File: config.mk
export PLATFORM = sky130hd
export DESIGN_NAME = pe_top
export DESIGN_NICKNAME = d
export VERILOG_FILES = /design/src/pe_pkg.sv /design/src/pe_top.sv
export VERILOG_INCLUDE_DIRS = /design/src
export SDC_FILE = /design/constraint.sdc
export NUM_CORES = 1
export LEC_CHECK = 0
export ABC_AREA = 1
export BUFFER_PORTS_ARGS = -buffer_cell sky130_fd_sc_hd__buf_2
export CAP_MARGIN = 20
export CORE_MARGIN = 8
export CORE_UTILIZATION = 35
export DETAILED_ROUTE_END_ITERATION = 7
export PLACE_DENSITY = 0.6
export SYNTH_ARGS = -nofsm -noshare
export SYNTH_HDL_FRONTEND = slang
export SYNTH_SLANG_ARGS = --single-unit
File: constraint.sdc
create_clock -name clk -period 3.9 [get_ports clk]
set_input_delay 0.78 -clock clk [delete_from_list [all_inputs] [get_ports clk]]
set_output_delay 0.78 -clock clk [all_outputs]
set_load 0.03 [all_outputs]
File: src/pe_regs.svh
`ifndef PE_REGS_SVH
`define PE_REGS_SVH

// ==========================================================
// Register indices (byte address is four times the index)
`define PE_IDX_INPUT     6'h00
`define PE_IDX_OUTPUT    6'h01
`define PE_IDX_POLARITY  6'h02
`define PE_IDX_CONFIG    6'h03
`define PE_IDX_STATUS    6'h04
`define PE_IDX_MASK      6'h05

// ==========================================================
// Reset values
`define PE_RST_INPUT     8'hFF
`define PE_RST_OUTPUT    8'hFF
`define PE_RST_POLARITY  8'h00
`define PE_RST_CONFIG    8'hFF
`define PE_RST_STATUS    8'h00
`define PE_RST_MASK      8'h00

// ==========================================================
// Field positions and responses
`define PE_STAT_CHANGE   0
`define PE_RESP_OKAY     2'h0
`define PE_RESP_SLVERR   2'h2

`endif

File: src/pe_pkg.sv
package pe_pkg;

	// ==========================================================
	// Software-visible port settings
	typedef struct packed {
		logic [7:0] out_lvl;
		logic [7:0] pol_inv;
		logic [7:0] dir_in;
	} pe_cfg_t;

	// ==========================================================
	// Power-on sequencing
	typedef enum logic [0:0] {
		PE_ST_INIT,
		PE_ST_RUN
	} pe_state_t;

endpackage

File: src/pe_top.sv
`include "pe_regs.svh"

// Summary of operation
// - Any input-configured pin changing level raises the interrupt; output pins never do.
// - Interrupt line is active low open drain: pulled low when asserted, else released.
// - Interrupt line drops when changed inputs return to their earlier levels.
// - Reading the input port register drops the interrupt line.
// - Switching a pin to input with a differing level raises an interrupt.
// - During reset all but the pin synchroniser is held; on release state machine and registers start from defaults.
// - Input port register shows polarity-adjusted levels of all eight pins in any direction.
// - Configuration bit set makes pin an input, driver off; cleared drives it.
// - Polarity bit set returns the inverted pin level in the input port.
module pe_top
	import pe_pkg::*;
(
	// Clock and reset
	input  wire logic        clk,
	input  wire logic        rstn,
	// AXI4-Lite write address
	input  wire logic [7:0]  s_axi_awaddr,
	input  wire logic        s_axi_awvalid,
	output logic             s_axi_awready,
	// AXI4-Lite write data
	input  wire logic [31:0] s_axi_wdata,
	input  wire logic [3:0]  s_axi_wstrb,
	input  wire logic        s_axi_wvalid,
	output logic             s_axi_wready,
	// AXI4-Lite write response
	output logic [1:0]       s_axi_bresp,
	output logic             s_axi_bvalid,
	input  wire logic        s_axi_bready,
	// AXI4-Lite read address
	input  wire logic [7:0]  s_axi_araddr,
	input  wire logic        s_axi_arvalid,
	output logic             s_axi_arready,
	// AXI4-Lite read data
	output logic [31:0]      s_axi_rdata,
	output logic [1:0]       s_axi_rresp,
	output logic             s_axi_rvalid,
	input  wire logic        s_axi_rready,
	// Port pins
	input  wire logic [7:0]  io_in,
	output logic [7:0]       io_out,
	output logic [7:0]       io_oe_n,
	// Open-drain interrupt line and system interrupt
	output logic             irq_n_out,
	output logic             irq_n_out_oe_n,
	output logic             irq
);

	// ==========================================================
	// Pin synchroniser
	logic [7:0] pin_meta_reg;
	logic [7:0] pin_sync_reg;

	// Free-running, so the snapshot at release sees true pins
	// A reset here would seed the snapshot with ones, not the pins
	always_ff @(posedge clk) begin
		pin_meta_reg <= io_in;
		pin_sync_reg <= pin_meta_reg;
	end

	// ==========================================================
	// Bus handshake state
	logic       aw_have_reg, aw_have_next;
	logic       w_have_reg, w_have_next;
	logic [5:0] aw_idx_reg, aw_idx_next;
	logic [7:0] wbyte_reg, wbyte_next;
	logic       wlane_reg, wlane_next;
	logic       bvalid_reg, bvalid_next;
	logic [1:0] bresp_reg, bresp_next;
	logic       awready_reg, awready_next;
	logic       wready_reg, wready_next;
	logic       arready_reg, arready_next;
	logic       rvalid_reg, rvalid_next;
	logic [1:0] rresp_reg, rresp_next;
	logic [7:0] rdata_reg, rdata_next;
	logic       wr_fire;
	logic       rd_fire;
	logic [5:0] rd_idx;
	logic       in_read;
	logic       stat_read;

	// ==========================================================
	// Block state
	pe_cfg_t    cfg_reg, cfg_next;
	pe_state_t  st_reg, st_next;
	logic [7:0] ref_reg, ref_next;
	logic [7:0] status_reg, status_next;
	logic [7:0] mask_reg, mask_next;
	logic       chg_reg, chg_next;
	logic       drive_reg, drive_next;
	logic       irq_reg, irq_next;
	logic [7:0] mismatch;
	logic [7:0] in_view;

	// Write acts once both halves are held
	assign wr_fire = aw_have_reg && w_have_reg && !bvalid_reg;
	assign rd_fire = s_axi_arvalid && arready_reg;
	assign rd_idx = s_axi_araddr[7:2];
	assign in_read = rd_fire && (rd_idx == `PE_IDX_INPUT);
	assign stat_read = rd_fire && (rd_idx == `PE_IDX_STATUS);
	// Pins sampled raw, all directions, then inverted per bit
	assign in_view = pin_sync_reg ^ cfg_reg.pol_inv;

	// ==========================================================
	// Write channel
	always_comb begin
		aw_have_next = aw_have_reg;
		w_have_next = w_have_reg;
		aw_idx_next = aw_idx_reg;
		wbyte_next = wbyte_reg;
		wlane_next = wlane_reg;
		bvalid_next = bvalid_reg;
		bresp_next = bresp_reg;
		if (s_axi_awvalid && awready_reg) begin
			aw_have_next = 1'b1;
			aw_idx_next = s_axi_awaddr[7:2];
		end
		if (s_axi_wvalid && wready_reg) begin
			w_have_next = 1'b1;
			wbyte_next = s_axi_wdata[7:0];
			wlane_next = s_axi_wstrb[0];
		end
		if (wr_fire) begin
			aw_have_next = 1'b0;
			w_have_next = 1'b0;
			bvalid_next = 1'b1;
			// Input port accepts writes and ignores them
			if (aw_idx_reg <= `PE_IDX_MASK) begin
				bresp_next = `PE_RESP_OKAY;
			end else begin
				bresp_next = `PE_RESP_SLVERR;
			end
		end else if (bvalid_reg && s_axi_bready) begin
			bvalid_next = 1'b0;
		end
		// One write in flight keeps the decode simple
		awready_next = !aw_have_next && !bvalid_next;
		wready_next = !w_have_next && !bvalid_next;
	end

	always_ff @(posedge clk or negedge rstn) begin
		if (!rstn) begin
			aw_have_reg <= 1'b0;
			w_have_reg <= 1'b0;
			aw_idx_reg <= 6'h00;
			wbyte_reg <= 8'h00;
			wlane_reg <= 1'b0;
			bvalid_reg <= 1'b0;
			bresp_reg <= `PE_RESP_OKAY;
			awready_reg <= 1'b0;
			wready_reg <= 1'b0;
		end else begin
			aw_have_reg <= aw_have_next;
			w_have_reg <= w_have_next;
			aw_idx_reg <= aw_idx_next;
			wbyte_reg <= wbyte_next;
			wlane_reg <= wlane_next;
			bvalid_reg <= bvalid_next;
			bresp_reg <= bresp_next;
			awready_reg <= awready_next;
			wready_reg <= wready_next;
		end
	end

	// ==========================================================
	// Read channel
	always_comb begin
		rvalid_next = rvalid_reg;
		rresp_next = rresp_reg;
		rdata_next = rdata_reg;
		// Read side effects act at the taking edge
		if (rd_fire) begin
			rvalid_next = 1'b1;
			rresp_next = `PE_RESP_OKAY;
			case (rd_idx)
				`PE_IDX_INPUT: rdata_next = in_view;
				`PE_IDX_OUTPUT: rdata_next = cfg_reg.out_lvl;
				`PE_IDX_POLARITY: rdata_next = cfg_reg.pol_inv;
				`PE_IDX_CONFIG: rdata_next = cfg_reg.dir_in;
				`PE_IDX_STATUS: rdata_next = status_reg;
				`PE_IDX_MASK: rdata_next = mask_reg;
				default: begin
					rdata_next = 8'h00;
					rresp_next = `PE_RESP_SLVERR;
				end
			endcase
		end else if (rvalid_reg && s_axi_rready) begin
			rvalid_next = 1'b0;
		end
		arready_next = !rvalid_next;
	end

	always_ff @(posedge clk or negedge rstn) begin
		if (!rstn) begin
			rvalid_reg <= 1'b0;
			rresp_reg <= `PE_RESP_OKAY;
			rdata_reg <= 8'h00;
			arready_reg <= 1'b0;
		end else begin
			rvalid_reg <= rvalid_next;
			rresp_reg <= rresp_next;
			rdata_reg <= rdata_next;
			arready_reg <= arready_next;
		end
	end

	// ==========================================================
	// Port settings, snapshot and change detection
	// Raw levels compared, so polarity never fakes a change
	assign mismatch = (st_reg == PE_ST_RUN) ?
		((pin_sync_reg ^ ref_reg) & cfg_reg.dir_in) : 8'h00;

	always_comb begin
		cfg_next = cfg_reg;
		ref_next = ref_reg;
		st_next = st_reg;
		mask_next = mask_reg;
		if (wr_fire && wlane_reg) begin
			case (aw_idx_reg)
				`PE_IDX_OUTPUT: cfg_next.out_lvl = wbyte_reg;
				`PE_IDX_POLARITY: cfg_next.pol_inv = wbyte_reg;
				`PE_IDX_CONFIG: cfg_next.dir_in = wbyte_reg;
				`PE_IDX_MASK: mask_next = wbyte_reg & 8'h01;
				default: mask_next = mask_reg;
			endcase
		end
		case (st_reg)
			PE_ST_INIT: begin
				// First clocked sample after release seeds the snapshot
				ref_next = pin_sync_reg;
				st_next = PE_ST_RUN;
			end
			PE_ST_RUN: begin
				if (in_read) begin
					ref_next = pin_sync_reg;
				end
			end
			default: st_next = PE_ST_INIT;
		endcase
		chg_next = |mismatch;
		drive_next = |mismatch;
		// Set wins over the read that clears
		status_next = status_reg;
		if (stat_read) begin
			status_next = 8'h00;
		end
		if (chg_next && !chg_reg) begin
			status_next[`PE_STAT_CHANGE] = 1'b1;
		end
		irq_next = |(status_next & mask_next);
	end

	always_ff @(posedge clk or negedge rstn) begin
		if (!rstn) begin
			cfg_reg <= '{`PE_RST_OUTPUT, `PE_RST_POLARITY, `PE_RST_CONFIG};
			ref_reg <= `PE_RST_INPUT;
			st_reg <= PE_ST_INIT;
			status_reg <= `PE_RST_STATUS;
			mask_reg <= `PE_RST_MASK;
			chg_reg <= 1'b0;
			drive_reg <= 1'b0;
			irq_reg <= 1'b0;
		end else begin
			cfg_reg <= cfg_next;
			ref_reg <= ref_next;
			st_reg <= st_next;
			status_reg <= status_next;
			mask_reg <= mask_next;
			chg_reg <= chg_next;
			drive_reg <= drive_next;
			irq_reg <= irq_next;
		end
	end

	// ==========================================================
	// Outputs
	// Bus outputs straight from registers
	assign s_axi_awready = awready_reg;
	assign s_axi_wready = wready_reg;
	assign s_axi_bvalid = bvalid_reg;
	assign s_axi_bresp = bresp_reg;
	assign s_axi_arready = arready_reg;
	assign s_axi_rvalid = rvalid_reg;
	assign s_axi_rresp = rresp_reg;
	assign s_axi_rdata = {24'h000000, rdata_reg};
	assign io_out = cfg_reg.out_lvl;
	assign io_oe_n = cfg_reg.dir_in;
	// Line only ever pulled low, never driven high
	assign irq_n_out = 1'b0;
	assign irq_n_out_oe_n = !drive_reg;
	// System interrupt gated by the mask, line is not
	assign irq = irq_reg;

endmodule

## Word-level counts from Yosys, hierarchy flattened

Index checks and enable logic that the tools add are counted.
W data, S select, Z words.

| storage, ports and cells | value |
|---|---|
| memory bits (writable) | 0 |
| register bits | 101 |
| latch bits | 0 |
| memories kept | 0 |
| bits of input ports | 67 |
| logic and storage cells | 84 |
| output and inout port bits | 60 |
| ROM bits | 0 |

| cells by class | value |
|---|---|
| equal/unequal tests | 10 |
| bitwise logic cells | 5 |
| $add $sub $neg | 0 |
| multiply operators | 0 |
| reduce and logical (&&, ||, !) cells | 26 |
| muxes and demuxes | 18 |
| magnitude comparators | 1 |
| shift-type cells | 0 |
| divide/modulo/power cells | 0 |

Operators by type and width:

| cell | count |
|---|---|
| $pmux W8 S6 | 1 |
| $mux W8 | 5 |
| $eq A6 B2 Y1 const B | 4 |
| $eq A6 B3 Y1 const B | 3 |
| $and A8 B8 Y8 | 2 |
| $pmux W8 S2 | 1 |
| $reduce_or A8 Y1 | 2 |
| $xor A8 B8 Y8 | 2 |
| $logic_and A1 B1 Y1 | 13 |
| $eq A6 B1 Y1 const B | 2 |
| $mux W1 | 9 |
| $le A6 B3 Y1 const B | 1 |
| $logic_not A1 Y1 | 6 |
| $logic_not A6 Y1 | 1 |
| $reduce_and A2 Y1 | 3 |
| $reduce_or A6 Y1 | 1 |
| $mux W2 | 2 |
| $ne A2 B2 Y1 const B | 1 |
| $not A1 Y1 | 1 |

## Logic depth before layout (Yosys ltp)

| depth | value |
|---|---|
| depth after elaboration | 8 |
| gate-level depth with buffers | 11 |
| gate-level depth less buffers | 11 |

## Worst setup path before layout

No wires, ideal clock.

| timing | value |
|---|---|
| path type | input -> register |
| start | in s_axi_araddr[4] |
| end | reg ref_reg[0] |
| cell stages on the path | 5 |
| data required time | 3.815 ns |
| path buffers | 1 |
| library setup time | 0.085 ns |
| path slack | 2.070 ns |
| arrival | 1.745 ns |
| cell sequence | nor2_2 > nand3_4 > o21ai_2 > buf_4 > mux2_1 |

| on the way | value |
|---|---|
| word-level cells in the longest chain between the ends | 3 |

RTL lines:

| element | RTL line | text |
|---|---|---|
| start, declared | pe_top.sv:33 | `input wire logic [7:0] s_axi_araddr,` |
| $logic_not A6 Y1 | -- |  |
| $logic_and A1 B1 Y1 | pe_top.sv:101 | `` assign in_read = rd_fire && (rd_idx == `PE_IDX_INPUT); `` |
| $ne A2 B2 Y1 (no source line) | -- |  |
| end signal, assigned | pe_top.sv:258 | `` ref_reg <= `PE_RST_INPUT; `` |
| end signal, assigned | pe_top.sv:267 | `ref_reg <= ref_next;` |
| end, declared | pe_top.sv:88 | `logic [7:0] ref_reg, ref_next;` |

Every way passes these cells.
A chain may end at the register's enable or synchronous reset.

## Worst setup path after layout

| timing | value |
|---|---|
| start | in s_axi_araddr[4] |
| end | reg irq_reg (netlist: irq) |

| on the way | value |
|---|---|
| word-level cells in the longest chain between the ends | 6 |

RTL lines:

| element | RTL line | text |
|---|---|---|
| $eq A6 B3 Y1 (*) | -- |  |
| $logic_and A1 B1 Y1 (*) | pe_top.sv:102 | `` assign stat_read = rd_fire && (rd_idx == `PE_IDX_STATUS); `` |
| $mux W8 (*) | pe_top.sv:246 | `if (stat_read) begin` |
| $mux W1 | pe_top.sv:249 | `if (chg_next && !chg_reg) begin` |
| $and A8 B8 Y8 (*) | pe_top.sv:252 | `irq_next = \|(status_next & mask_next);` |
| $reduce_or A8 Y1 (*) | pe_top.sv:252 |  |
| via irq_next | pe_top.sv:93 | `logic irq_reg, irq_next;` |
| end signal, assigned | pe_top.sv:273 | `irq_reg <= irq_next;` |
| end, declared | pe_top.sv:93 |  |

The timed path passes the listed nets; every way through them passes the cells marked *.

==> results by stage <==
Synth:
- Ranked by total cell area, the synthesized netlist is headed by dfrtp_1 33%, dfstp_2 14%, nand2_1 9.7%.
- In this run, distinct cell masters in the synthesized netlist total 33.
- The sequential share of the synthesized area is 54.49%.
- The Yosys step of the flow raised 0 warnings.
- The number of synthesized flops with an enable pin is 0.
- The area share of the leading cell type in the synthesized netlist is 33.15%.
- The register bit total from synthesis is 99.
- For this run, asynchronously set or reset flops after synthesis account for 83.84%.
- The most common cell in the synthesized netlist is nand2_1.
- The prevailing post-synth register cell is dfrtp_1.
- The cell area that synthesis handed to floorplanning was 4454 µm².
- Counting every instance in the synthesized netlist gives 501.
- By count the netlist is led by 115 x nand2_1, 59 x dfrtp_1, 58 x inv_1.
- The synthesized area per cell is 8.891 µm².
- The leading area contributor after synthesis is dfrtp_1.

Critical path:
- The data arrival time of the worst path is 2420 ps.
- The data required time of the critical path is 4130 ps.
- The worst setup path startpoint is s_axi_araddr[4].
- For this run, the slowest stage of the critical path takes 550 ps.
- Counting cells, the worst reg-to-reg path comes to 9.
- Following the worst setup path forward leads to its endpoint at irq.
- The maximum fanout along the worst path is 12.
- The source of the worst register-to-register timing path is s_axi_arready.
- The critical path goes through buf_2 -> inv_1 -> nor2_1 -> nand4_2 -> nand2_1 -> nor2_1 -> nor2_1 -> nand2_1 -> nor2_1 -> nand2_1.
- The worst flop-to-flop path endpoint is irq.
- The kind of capture point of the worst setup path is a flip-flop.
- The worst reg-to-reg setup slack is 2030 ps.
- The critical setup path kind is in2reg.
- The cell occurring most often along the worst timing path is nor2_1.
- The category of the worst setup path launch point is an input pin.
- The critical path's slowest cell is nor2_1.

Floorplan:
- The number of primary I/O pins is 127.
- The die covers 16590 µm².
- The area of the core is 12520 µm².
- The number of core rows is 41.
- The die is 128.8 µm wide.
- The die outline height is 128.8 µm.
- The initial core utilization is 35.59%.

Placement:
- Detailed placement ended at an HPWL of 7.834 mm.
- OpenSTA, run right after detailed placement, puts the worst setup slack at 1364 ps.
- Input and output buffers added on the ports amount to 68.
- The weighted congestion at the end of routability-driven global placement is 0.8456.

Worst hold path:
- The worst hold path belongs to the class in2async.

Clocking:
- Clock-pin slew was measured on the worst setup and hold paths at 60 ps.
- Clock tree synthesis found a total of 99 sinks.
- Post-CTS timing repair inserted 0 buffers for setup.
- The clock tree synthesis step divided the H-tree into 3 levels.
- The number of gates given a new drive strength after cts is 0.
- The clock buffer count from CTS is 9.
- Clock latency on the worst-skew pair, taken at its later pin, is 350 ps.
- The root cell of the clock tree is clkbuf_16.
- The CTS tree is yes.
- Hold repair after CTS inserted 0 buffers.
- The buffer levels on the longest clock path is 2.

Timing:
- The setup-violating endpoint count in the final report is 0.
- Clock skew on the completed layout was measured at 9.004 ps.
- The upper clock frequency limit is 456.4 MHz.
- The post-route minimum period is 2191 ps.
- The smallest setup slack after layout is 1709 ps.
- The final hold violation count is 0.
- For the pin with the worst max-slew slack, the measured transition is 735.4 ps.
- Dividing the final minimum period by the clock period gives 56.18%.
- Measured against its own limit, the worst slew margin works out to 50.79%.
- Setup repair after global routing left no endpoint under its margin.
- The total count of max-transition violations in the final report came to 0.
- Adding up every negative setup slack in the final design gives 0 ps.

Route:
- After detailed routing, the total wire length is 10.32 mm.
- The per-cell via count in the routed design is 4.432.
- The number of routed nets with antenna violations is 0.
- The length of the first detailed-routing pass in iterations is 4.
- The routed via count is 3253.
- The detailed router finished its first iteration with 144 violations.
- The number of remaining DRC errors is 0.
- After detailed routing, the average wire length per cell comes to 14.05 µm.

Global routing:
- Entering global routing, the biggest net connects 84 pins.
- The number of global-route vias before repair is 3177.
- For this run the aggregate overflow at the end of global routing stands at 0.
- The number of antenna violations at the first check in global routing is 0.
- The combined global-route utilization of all metal layers is 12.50%.
- The wire length of the first global-routing pass is 15.94 mm.

Final layout:
- The signed area change from the synthesized netlist to the final layout is 13.85%.
- The repair_antennas step left the layout with diodes totalling 0.
- The final layout contains 624 nets.
- The final standard cell utilization of the core is 40.51%.
- Cells with a size suffix above 1 make up 22.78% of the layout.

Pwr:
- In this run the static leakage power is 2.492 nW.
- The proportion of power drawn by flip-flops and latches is 46.2%.
- Combinational logic is responsible for 26.5% of the overall power.
- The net load switching power is 1.187 mW.
- The clock network fraction of total power is 27.3%.
- The total power divided by cell area is 646.8 nW/µm².
- The internal power of the cells totals 2.093 mW.
- The switching fraction of total power is 36.20%.
- The worst-case IR drop observed on VDD is 262.9 µV.

Status:
- The run finished with clean final reports.

Job:
- Across the run, the number of max-cap violations was 0.
-- how the worst min path moves through the flow --
| stage | slack, ps | depth (start not counted) | start | endpoint |
|---|---|---|---|---|
| after CTS | 330 | 0 | pin_meta_reg[4] | pin_sync_reg[4] |
| after global placement | 310 | 0 | pin_meta_reg[4] | pin_sync_reg[4] |
| after floorplan | 310 | 0 | pin_meta_reg[0] | pin_sync_reg[0] |
| final | 310 | 1 | rstn | s_axi_awready |
| after detailed placement | 310 | 0 | pin_meta_reg[4] | pin_sync_reg[4] |
| after global routing | 330 | 1 | rstn | w_have_reg |
-- critical path: cells and delay by family --
family	cells	cell delay, ps
buffers and inverters	2	130
and+or+nand+nor	8	1510
-- cell type report --
type,instances,area [µm²]
inverters,62,232.7
flip-flops and latches,99,2427
fillers,1283,7446
repair buffers,69,370.4
well taps,172,215.2
multi-input cells,316,1529
clock buffers,12,246.5
clock inverters,4,50.05
-- per-stage QoR --
| step | cell area, µm² | cells | hold slack (ps) | power, mW |
|---|---|---|---|---|
| 6_report | 5071 | 734 | 309.3 | 3.280 |
| 5_1_grt | 5071 | 734 | 327.6 | 3.458 |
| 4_1_cts | 5044 | 733 | 328.8 | 3.313 |
| 3_5_place_dp | 4747 | 717 | 313.5 | 2.412 |
| 3_3_place_gp | 4747 | 717 | 313.8 | 2.388 |
| 2_1_floorplan | 4552 | 527 | 309.6 | 2.196 |
-- kinds of logic after synthesis --
logic type             count (synthesis)  share of synthesized area (%)
flip-flops                            99                          54.49
multiplexers                           5                          1.264
XOR/XNOR                               8                          1.573
other                                  2                         0.1686
AND/OR/NAND/NOR                      204                          20.79
AO/OA/AOI/OAI                         71                          8.343
buffers and inverters                112                          13.37
-- power groups by stage --
stage | clock, mW | combinational (mW) | sequential (mW)
CTS | 0.912 | 0.881 | 1.52
detailed placement | 0 | 0.875 | 1.54
global route | 0.947 | 0.958 | 1.55
floorplan | 0 | 0.652 | 1.54
finish | 0.896 | 0.868 | 1.52
global placement | 0 | 0.860 | 1.53
-- per-layer routing --
metal	global-route usage (%)	wire, µm
met1	15.64	4636
met2	20.01	4710
met3	2.772	739
met4	6.151	229
met5	0	0
-- layout by cell type, fill, tap and decap left out --
master / count
nor2_4: 3
buf_16: 1
dfstp_2: 24
buf_4: 1
a31oi_1: 1
clkinv_1: 2
nand2_1: 115
or2_2: 2
nand3_1: 14
mux2_2: 1
nand2_2: 3
nand4_1: 14
clkbuf_16: 9
clkbuf_8: 1
dfxtp_1: 16
nor2_8: 1
o22ai_1: 7
conb_1: 28
o21ai_2: 1
inv_2: 2
a21boi_0: 1
nand3_2: 1
bufinv_16: 1
clkinvlp_4: 1
clkbuf_1: 2
xnor2_1: 8
inv_1: 58
buf_2: 67
nand4_2: 1
dfrtp_1: 59
o21ai_0: 52
nand3_4: 1
inv_4: 2
a21oi_1: 9
mux2_1: 4
nor2_2: 4
nor4_4: 1
nor2_1: 44
(Power assumes the default switching activity.)
